===== config.mk =====
export PLATFORM = sky130hd
export DESIGN_NAME = gcb_core
export DESIGN_NICKNAME = d
export VERILOG_FILES = /design/src/gcb_pkg.sv /design/src/gcb_cond_eval.sv /design/src/gcb_core.sv
export SDC_FILE = /design/constraint.sdc
export NUM_CORES = 1
export LEC_CHECK = 0
export BUFFER_PORTS_ARGS = -buffer_cell sky130_fd_sc_hd__buf_4
export CAP_MARGIN = 20
export CORE_MARGIN = 2
export CORE_UTILIZATION = 30
export CTS_BUF_LIST = sky130_fd_sc_hd__clkbuf_8
export DETAILED_ROUTE_END_ITERATION = 10
export PLACE_DENSITY = 0.58
export SLEW_MARGIN = 10
export SYNTH_ARGS = -nofsm -noshare
export SYNTH_HDL_FRONTEND = slang
export SYNTH_SLANG_ARGS = --single-unit
export TNS_END_PERCENT = 5

===== constraint.sdc =====
create_clock -name core_clk -period 9.16 [get_ports core_clk]
set_input_delay 0.458 -clock core_clk [delete_from_list [all_inputs] [get_ports core_clk]]
set_output_delay 0.458 -clock core_clk [all_outputs]
set_load 0.03 [all_outputs]

===== src/gcb_pkg.sv =====
package gcb_pkg;
  localparam logic [7:0] OP_BRANCH_CARRY_CLEAR = 8'h0C;
  localparam logic [7:0] OP_BRANCH_CARRY_SET   = 8'h0D;
  localparam logic [7:0] OP_BRANCH_ON_ZERO     = 8'h09;
  localparam logic [7:0] OP_BRANCH_SIGNED_GE   = 8'h07;
  localparam logic [7:0] OP_BRANCH_SIGNED_LT   = 8'h06;
  localparam logic [7:0] OP_ALT_PREFIX_ONE     = 8'h3D;
  localparam logic [7:0] OP_ALT_PREFIX_TWO     = 8'h3E;
  localparam logic [7:0] OP_ALT_PREFIX_BOTH    = 8'h3F;
  localparam logic [3:0] OP_HI_BITCLEAR        = 4'h7;
  localparam logic [3:0] OP_HI_SELECT_DEST     = 4'h1;
  localparam logic [3:0] OP_HI_SELECT_SRC      = 4'hB;
  localparam logic [3:0] OP_HI_SELECT_BOTH     = 4'h2;
  localparam int         ALTERNATE_PREFIX_ONE_BIT              = 8;
  localparam int         ALTERNATE_PREFIX_TWO_BIT              = 9;
  localparam int         SIGN_BIT              = 15;
  localparam logic [3:0] REG_DEFAULT           = 4'h0;
  localparam logic [3:0] REG_PC                = 4'hF;
  localparam logic [3:0] CYC_SLOW              = 4'h6;
  localparam logic [3:0] CYC_FAST              = 4'h2;
  localparam logic [3:0] CYC_ONE               = 4'h1;
  localparam logic [15:0] PC_STEP              = 16'h0001;
  localparam logic [15:0] WORD_ZERO            = 16'h0000;
  typedef enum logic [1:0] {ST_FETCH, ST_OFFSET, ST_WAIT} gcb_state_t;
endpackage


===== src/gcb_cond_eval.sv =====
`timescale 1ns/1ns
// Branch condition evaluation from opcode and flags
module gcb_cond_eval
  import gcb_pkg::*;
(
  // Opcode
  input  wire logic [7:0] opcode,
  // Flags
  input  wire logic       carryFlag,
  input  wire logic       zeroFlag,
  input  wire logic       signFlag,
  input  wire logic       ovfFlag,
  // Result
  output logic            isBranch,
  output logic            takeBranch
);
  // Decode and evaluate
  always_comb begin
    isBranch   = 1'b1;
    takeBranch = 1'b0;
    unique case (opcode)
      OP_BRANCH_CARRY_CLEAR: takeBranch = !carryFlag;
      OP_BRANCH_CARRY_SET:   takeBranch = carryFlag;
      OP_BRANCH_ON_ZERO:     takeBranch = zeroFlag;
      OP_BRANCH_SIGNED_GE:   takeBranch = !(signFlag ^ ovfFlag);
      OP_BRANCH_SIGNED_LT:   takeBranch = signFlag ^ ovfFlag;
      default:               isBranch   = 1'b0;
    endcase
  end
endmodule // gcb_cond_eval


===== src/gcb_core.sv =====
`timescale 1ns/1ns
// Branch and bit-clear executor for one instruction byte stream
module gcb_core
  import gcb_pkg::*;
(
  // Clock and reset
  input  wire logic        core_clk,
  input  wire logic        nrst,
  // Instruction byte stream
  input  wire logic [7:0]  fetchByte,
  input  wire logic        fetchValid,
  input  wire logic        fromCache,
  output logic             fetchReady,
  // Flags in
  input  wire logic        carryFlag,
  input  wire logic        zeroIn,
  input  wire logic        signIn,
  input  wire logic        ovfFlag,
  // Register file read
  output logic [3:0]       srcSel,
  output logic [3:0]       opSel,
  input  wire logic [15:0] srcData,
  input  wire logic [15:0] opData,
  // Results
  output logic [15:0]      progCounter,
  output logic [15:0]      statusOut,
  output logic [15:0]      wrData,
  output logic [3:0]       wrSel,
  output logic             wrEn,
  output logic             delaySlot,
  output logic             branchTaken
);
  typedef struct packed {
    gcb_state_t  st;
    logic [15:0] pc;
    logic [3:0]  cnt;
    logic        taken;
    logic        alternate_prefix_one;
    logic        alternate_prefix_two;
    logic [3:0]  src;
    logic [3:0]  dst;
    logic        sign;
    logic        zero;
    logic [15:0] wdat;
    logic [3:0]  wsel;
    logic        wen;
    logic        slot;
    logic        brk;
  } gcb_core_t;

  gcb_core_t s_r;
  gcb_core_t s_nxt;
  logic      isBranch;
  logic      takeNow;
  logic [15:0] clearRes;
  logic [15:0] opMask;
  logic [15:0] offsetExt;

  gcb_cond_eval i_gcb_cond_eval (
    .opcode     (fetchByte),
    .carryFlag  (carryFlag),
    .zeroFlag   (zeroIn),
    .signFlag   (signIn),
    .ovfFlag    (ovfFlag),
    .isBranch   (isBranch),
    .takeBranch (takeNow)
  );

  // Operand fields and bit-clear result
  assign srcSel    = s_r.src;
  assign opSel     = fetchByte[3:0];
  assign opMask    = s_r.alternate_prefix_two ? {12'h000, fetchByte[3:0]} : opData;
  assign clearRes  = srcData & ~opMask;
  assign offsetExt = {{8{fetchByte[7]}}, fetchByte};
  assign fetchReady = (s_r.st != ST_WAIT);

  // Outputs from state
  assign progCounter = s_r.pc;
  assign wrData      = s_r.wdat;
  assign wrSel       = s_r.wsel;
  assign wrEn        = s_r.wen;
  assign delaySlot   = s_r.slot;
  assign branchTaken = s_r.brk;

  // Status word assembled at the named bit positions
  always_comb begin
    statusOut           = WORD_ZERO;
    statusOut[ALTERNATE_PREFIX_ONE_BIT] = s_r.alternate_prefix_one;
    statusOut[ALTERNATE_PREFIX_TWO_BIT] = s_r.alternate_prefix_two;
    statusOut[SIGN_BIT] = s_r.sign;
  end

  // Next state
  always_comb begin
    s_nxt      = s_r;
    s_nxt.wen  = 1'b0;
    s_nxt.slot = 1'b0;
    s_nxt.brk  = 1'b0;
    unique case (s_r.st)
      ST_FETCH: begin
        if (fetchValid) begin
          s_nxt.pc = s_r.pc + PC_STEP;
          if (s_r.taken) begin
            s_nxt.slot  = 1'b1;
            s_nxt.taken = 1'b0;
          end
          if (fetchByte == OP_ALT_PREFIX_ONE) begin
            s_nxt.alternate_prefix_one = 1'b1;
          end else if (fetchByte == OP_ALT_PREFIX_TWO) begin
            s_nxt.alternate_prefix_two = 1'b1;
          end else if (fetchByte == OP_ALT_PREFIX_BOTH) begin
            s_nxt.alternate_prefix_one = 1'b1;
            s_nxt.alternate_prefix_two = 1'b1;
          end else if (fetchByte[7:4] == OP_HI_SELECT_DEST) begin
            s_nxt.dst = fetchByte[3:0];
          end else if (fetchByte[7:4] == OP_HI_SELECT_SRC) begin
            s_nxt.src = fetchByte[3:0];
          end else if (fetchByte[7:4] == OP_HI_SELECT_BOTH) begin
            s_nxt.src = fetchByte[3:0];
            s_nxt.dst = fetchByte[3:0];
          end else if (isBranch && !s_r.alternate_prefix_one && !s_r.alternate_prefix_two) begin
            s_nxt.taken = takeNow;
            s_nxt.st    = ST_OFFSET;
          end else if (fetchByte[7:4] == OP_HI_BITCLEAR && s_r.alternate_prefix_one) begin
            s_nxt.wdat = clearRes;
            s_nxt.wsel = s_r.dst;
            s_nxt.wen  = 1'b1;
            s_nxt.sign = clearRes[SIGN_BIT];
            s_nxt.zero = (clearRes == WORD_ZERO);
            s_nxt.alternate_prefix_one = 1'b0;
            s_nxt.alternate_prefix_two = 1'b0;
            s_nxt.src  = REG_DEFAULT;
            s_nxt.dst  = REG_DEFAULT;
            // Prefix and operand bytes both count toward the total
            s_nxt.cnt  = (fromCache ? CYC_FAST : CYC_SLOW) - CYC_ONE - CYC_ONE;
            s_nxt.st   = (s_nxt.cnt == 4'h0) ? ST_FETCH : ST_WAIT;
          end
        end
      end
      ST_OFFSET: begin
        if (fetchValid) begin
          s_nxt.pc = s_r.pc + PC_STEP;
          if (s_r.taken) begin
            s_nxt.pc  = s_r.pc + PC_STEP + offsetExt;
            s_nxt.brk = 1'b1;
          end
          s_nxt.cnt = (fromCache ? CYC_FAST : CYC_SLOW) - CYC_ONE - CYC_ONE;
          s_nxt.st  = (s_nxt.cnt == 4'h0) ? ST_FETCH : ST_WAIT;
        end
      end
      ST_WAIT: begin
        s_nxt.cnt = s_r.cnt - CYC_ONE;
        if (s_r.cnt <= CYC_ONE) begin
          s_nxt.st = ST_FETCH;
        end
      end
      default: s_nxt.st = ST_FETCH;                             // Unused state code
    endcase
  end

  // State register
  always_ff @(posedge core_clk or negedge nrst) begin
    if (!nrst) begin
      s_r <= '{st: ST_FETCH, pc: WORD_ZERO, cnt: 4'h0, taken: 1'b0, alternate_prefix_one: 1'b0, alternate_prefix_two: 1'b0,
               src: REG_DEFAULT, dst: REG_DEFAULT, sign: 1'b0, zero: 1'b0, wdat: WORD_ZERO,
               wsel: REG_DEFAULT, wen: 1'b0, slot: 1'b0, brk: 1'b0};
    end else begin
      s_r <= s_nxt;
    end
  end

  // Accepted byte with no prefix pending
  logic plainFetch;
  assign plainFetch = (s_r.st == ST_FETCH) && fetchValid && !s_r.alternate_prefix_one && !s_r.alternate_prefix_two;
endmodule // gcb_core


==> results.yml, run 1 <==
final_layout:
  fin_util: 0.345
  nNetsFinal: 645
  drive_gt1_frac: 0.198
  area_delta_synth_final_pct: 13.3
  n_antenna_cell: 0
min_path:
  min_path_type: "input port to async pin"
routing:
  wl_per_cell_um: 16.1
  ant_nets: 0
  dr.pass1.iters: 4
  via_count: 3925
  drt_wl_total_um: 12200
  drc_errors: 0
  drt-initial-drc-count: 284
  viasPerCell: 5.17
place:
  pre_cts_ws_ps: 5690
  gp_congestion: 0.912
  dp_hpwl_um: 9150
  portBuffers: 98
clock_tree:
  cts_htree_levels: 2
  cts_resized: 0
  postCtsSetupBuffers: 0
  hold_buffers: 0
  clock_latency_ps: 330
  numCtsBuffers: 5
  cts_max_path_buffers: 2
  cts_tree: "yes"
  cts-root-buf: "clkbuf_8"
  cts.sinks: 56
  cts.reportedPaths.clkPinSlew_ps: 120
sta:
  hold_ws_ps: 177
  finalClockSkew_ps: 11.4
  tns_ps: 0
  fin_crit_ps: 3560
  rsz0062_at_grt: "false"
  final-hold-violation-count: 0
  slew_headroom: 0.429
  fmax_ghz: 0.281
  slew_violations: 0
  period_share: 0.389
  worst_pin_slew_ps: 857
  setup_ws_ps: 5600
  setup_viol_count_final: 0
power_and_ir_drop:
  seqPwrFrac: 0.333
  p_comb_frac: 0.520
  p_switching_mw: 0.481
  total_power_mw: 1.05
  leakagePower_nw: 2.34
  max-vdd-ir-drop_uv: 77.0
  p_sw_frac: 0.459
  intPower_mw: 0.567
  p_clk_frac: 0.147
  p_per_area_nw_per_um2: 211
synth:
  netlist_instances: 534
  synth_seq_area_share: 0.319
  synth.most_common_cell: "nand2_1"
  yosysTopAreaCell: "dfrtp_1"
  ys_ff_latch: 56
  synthFlopType: "dfrtp_1"
  ys_types: 61
  synthTopCellsByArea: "dfrtp_1 32%, buf_4 11%, o21ai_0 6.4%"
  yosys-top-cells-count: "68 x nand2_1, 62 x buf_4, 56 x dfrtp_1, 56 x o21ai_0, 33 x nor2_1"
  syn-cell-area_um2: 4390
  async_reset_ff_frac: 1.00
  synth_top_area_frac: 0.319
  synth_edf_count: 0
  yosysWarnings: 0
  syn_avg_cell_area_um2: 8.22
flow_run:
  cap_violations: 0
grt:
  grt_pass1_vias: 3924
  grt_use_met2: 0.260
  grtUsageMet3: 0.0394
  gr-total-overflow: 0
  grt_max_degree: 57
  grt_pass1_wl_um: 20100
  antenna_found_initial: 0
  grt_busiest_layer: "met2"
  track_usage: 0.155
  use_met1: 0.202
critical_path:
  critical_path_arrival_ps: 3820
  start_kind: "register"
  crit_fanout: 7
  crit_type: "register to register"
  critPathRequiredTime_ps: 9420
  endpoint_kind: "register"
die:
  start_util: 0.304
  ios: 112
  dieWidth_um: 125
  rows: 44
  dieArea_um2: 15600
  die_height_um: 125
  core_um2: 14400
outcome:
  status: "finished clean"
[flip-flops by register name, summed over array words and instances, names as in the netlist]
signal and cells:
progCounter 16, wrData 15, s_r 11, srcSel 4
wrSel 4, statusOut 3, branchTaken 1, delaySlot 1
wrEn 1
[final timing paths]
path | startpoint | cells past startpoint | to | slack (ps)
max reg2reg | progCounter[0] | 11 | progCounter[15] | 5600
min in group core_clk | srcData[1] | 3 | wrData[1] | 370
max in group asynchronous | nrst | 1 | srcSel[1] | 8500
max | progCounter[0] | 11 | progCounter[15] | 5600
min | nrst | 1 | s_r[56] | 180
min reg2reg | wrSel[3] | 2 | wrSel[3] | 490
[cell families after synthesis]
kind of cell	Yosys count	share of synthesized area
AND/OR/NAND/NOR	165	0.173
AO/OA/AOI/OAI	144	0.213
buffers and inverters	107	0.148
flip-flops	56	0.319
XOR/XNOR	29	0.0579
adder cells (fa/ha/maj)	23	0.0673
multiplexers	9	0.0208
other	1	0.000855
[worst max-delay path, stage by stage, from the launching register on]
cell and delay (ps):
dfrtp_1 490, ha_1 340, nand2_1 130, or3_1 400, or3_1 340, nand2_1 90
ha_1 280, and4_1 190, a221oi_1 680, and2_0 230, o2111ai_1 130, o211ai_1 180
[per-stage QoR]
step / std cells / instance area (µm²)
after floorplan: 546 / 4430
after global placement: 750 / 4860
after detailed placement: 750 / 4860
after CTS: 758 / 4960
after global routing: 759 / 4970
final: 759 / 4970
[power groups by stage]
stage | Clock, mW | Sequential (mW) | Combinational, mW
2_1_floorplan | 0 | 0.334 | 0.439
3_3_place_gp | 0 | 0.351 | 0.534
3_5_place_dp | 0 | 0.354 | 0.539
4_1_cts | 0.160 | 0.349 | 0.543
5_1_grt | 0.169 | 0.360 | 0.597
6_report | 0.154 | 0.349 | 0.544
[layout by cell type, fill, tap and decap left out, drive strengths merged, types with 2 or more instances in the layout]
cell type	instances
xor2	12
a21oi	28
a211o	4
or3	3
o2111ai	3
nand4	6
o21ai	56
o21a	3
a221oi	5
and2	4
mux2i	8
o21bai	2
nand2	68
inv	29
a211oi	4
a31oi	2
nor3	17
a21o	6
dfrtp	56
a32oi	2
nor4	3
ha	22
o211a	2
o22ai	4
conb	13
buf	100
o211ai	3
and3	6
xnor2	17
nor2	33
clkbuf	5
a22o	10
nand3	15
nor2b	3
[cell type report]
type                       count  area [µm²]
multi-input combinational    383        2380
timing repair buffer         100         754
fill                        1526        9450
clock buffer                   5        68.8
sequential                    56        1400
tap                          184         230
clock inverter                 3        27.5
inverter                      28         105
[per-layer routing]
metal / up-vias / wire length (µm) / share of wire
met5: - / 0 / 0
met4: 0 / 150 / 0.012
met3: 14 / 862 / 0.070
met2: 146 / 5830 / 0.48
met1: 1884 / 5390 / 0.44
li1: 1881 / - / -
Power figures use the tool's default switching activity.
==> inputs of run 2 (changes only) <==
- clock period: 9.16 -> 3.35 ns (I/O delays scaled with it)
==> run 2 against run 1 <==
  * Maximum frequency rose by 15%
  * Total power grew to 2.8 times the previous value
  * Setup slack got worse by 5300 ps
==> results.yml, run 2 (synthesis results as in run 1) <==
final_layout:
  seq_area_um2: 1400
  largest_reg_flops: 16
  nNetsFinal: 650
  final_area_um2: 5010
  layout_commonest_cell: "buf_4"
  stdcell_count: 764
  nFillCells: 1535
  multi_input_area_um2: 2390
  area_delta_synth_final_pct: 14.3
  mostFrequentLayoutCells: "104 x buf_4, 67 x nand2_1, 55 x dfrtp_1"
  n_antenna_cell: 0
  drive_gt1_frac: 0.210
routing:
  ant_nets: 0
  wl_per_cell_um: 16.0
  via_count: 3874
  drt-initial-drc-count: 216
  drt_wl_total_um: 12200
  viasPerCell: 5.07
  dr.pass1.iters: 6
  drc_errors: 0
die:
  ios: 112
  dieWidth_um: 125
  rows: 44
  core_um2: 14400
  start_util: 0.304
  die_height_um: 125
  dieArea_um2: 15600
critical_path:
  critPathBufInv: 1
  crit_fanout: 6
  start_kind: "register"
  max_stage_delay_ps: 420
  path_delay_family: "simple AND/OR/NAND/NOR gates"
  critPathRequiredTime_ps: 3610
  crit_path_top_delay_cell: "dfrtp_2"
  critical_path_arrival_ps: 3360
  r2r_slack_ps: 250
  path_cells: "ha_2, nand2_1, or3_1, or3_1, nand2_1, ha_1, and4_1, a221oi_1, buf_4, and2_0, o2111ai_1, o211ai_1"
  endpoint_kind: "register"
  crit_type: "register to register"
sta:
  setup_viol_count_final: 0
  setup_ws_ps: 246
  final-hold-violation-count: 0
  fmax_ghz: 0.322
  rsz0062_at_grt: "false"
  slew_violations: 0
  slew_headroom: 0.313
  fin_crit_ps: 3100
  tns_ps: 0
  finalClockSkew_ps: 18.8
  period_share: 0.927
  worst_pin_slew_ps: 1030
power_and_ir_drop:
  max-vdd-ir-drop_uv: 197
  total_power_mw: 2.88
  p_per_area_nw_per_um2: 575
  leakagePower_nw: 2.36
place:
  dp.cells: 755
  pre_cts_ws_ps: 238
  gp_congestion: 0.882
  dp_hpwl_um: 9260
  placed_area_um2: 4900
  portBuffers: 98
clock_tree:
  postCtsSetupBuffers: 0
  cts-root-buf: "clkbuf_8"
  clock_latency_ps: 340
  cts.sinks: 56
  cts_htree_levels: 2
  cts.reportedPaths.clkPinSlew_ps: 130
  cts_max_path_buffers: 2
  numCtsBuffers: 5
  cts_tree: "yes"
grt:
  track_usage: 0.152
  grt_max_degree: 57
  grt_pass1_vias: 3762
  antenna_found_initial: 0
  grt_pass1_wl_um: 19600
  gr-total-overflow: 0
flow_run:
  cap_violations: 0
outcome:
  status: "finished clean"
min_path:
  min_path_type: "input port to register"
## run 2: where the power goes
| group | switching, mW | internal (mW) | total (mW) |
|---|---|---|---|
| clock network | 0.257 | 0.154 | 0.411 |
| logic | 0.918 | 0.600 | 1.52 |
| registers | 0.144 | 0.811 | 0.955 |
## run 2: through the flow
| stage | utilization | hold WS, ps |
|---|---|---|
| 2_1_floorplan | - | -128 |
| 3_3_place_gp | 0.340 | 276 |
| 3_5_place_dp | 0.340 | 284 |
| 4_1_cts | 0.347 | 94.6 |
| 5_1_grt | 0.348 | 107 |
| 6_report | 0.348 | 100 |
## run 2: final timing paths
path,from,end,cells past startpoint
setup / recovery,progCounter[1],progCounter[15],12
hold / removal,srcData[1],wrData[1],3
setup reg to reg,progCounter[1],progCounter[15],12
hold reg to reg,s_r[27],wrSel[2],2
max in group asynchronous,nrst,progCounter[1],2
min in group asynchronous,nrst,wrData[7],2
## run 2: per-layer routing
layer | part of all wire | up-vias | routed length [µm] | global-route usage
met2 | 0.47 | 139 | 5800 | 0.259
met4 | 0.013 | 0 | 163 | 0.0399
met5 | 0 | - | 0 | 0
met1 | 0.45 | 1825 | 5490 | 0.201
met3 | 0.064 | 14 | 779 | 0.0278
li1 | - | 1896 | - | -
## run 2: layout make-up
cell class	instances	share of cell area
multi-input cells	383	0.477
flip-flops and latches	56	0.280
well taps	184	0.0459
clock inverters	3	0.00499
repair buffers	105	0.158
clock buffers	5	0.0137
inverters	28	0.0210
## run 2: timing repair
item	CTS	global route
endpoints found under the hold margin	56	0
resized for setup	0	5
setup endpoints to repair	0	1
hold buffers	1	0
## run 2: tightest hold or removal path: stages
cell and delay [ps]:
buf_4 110, nand2_1 40, o21ai_0 60
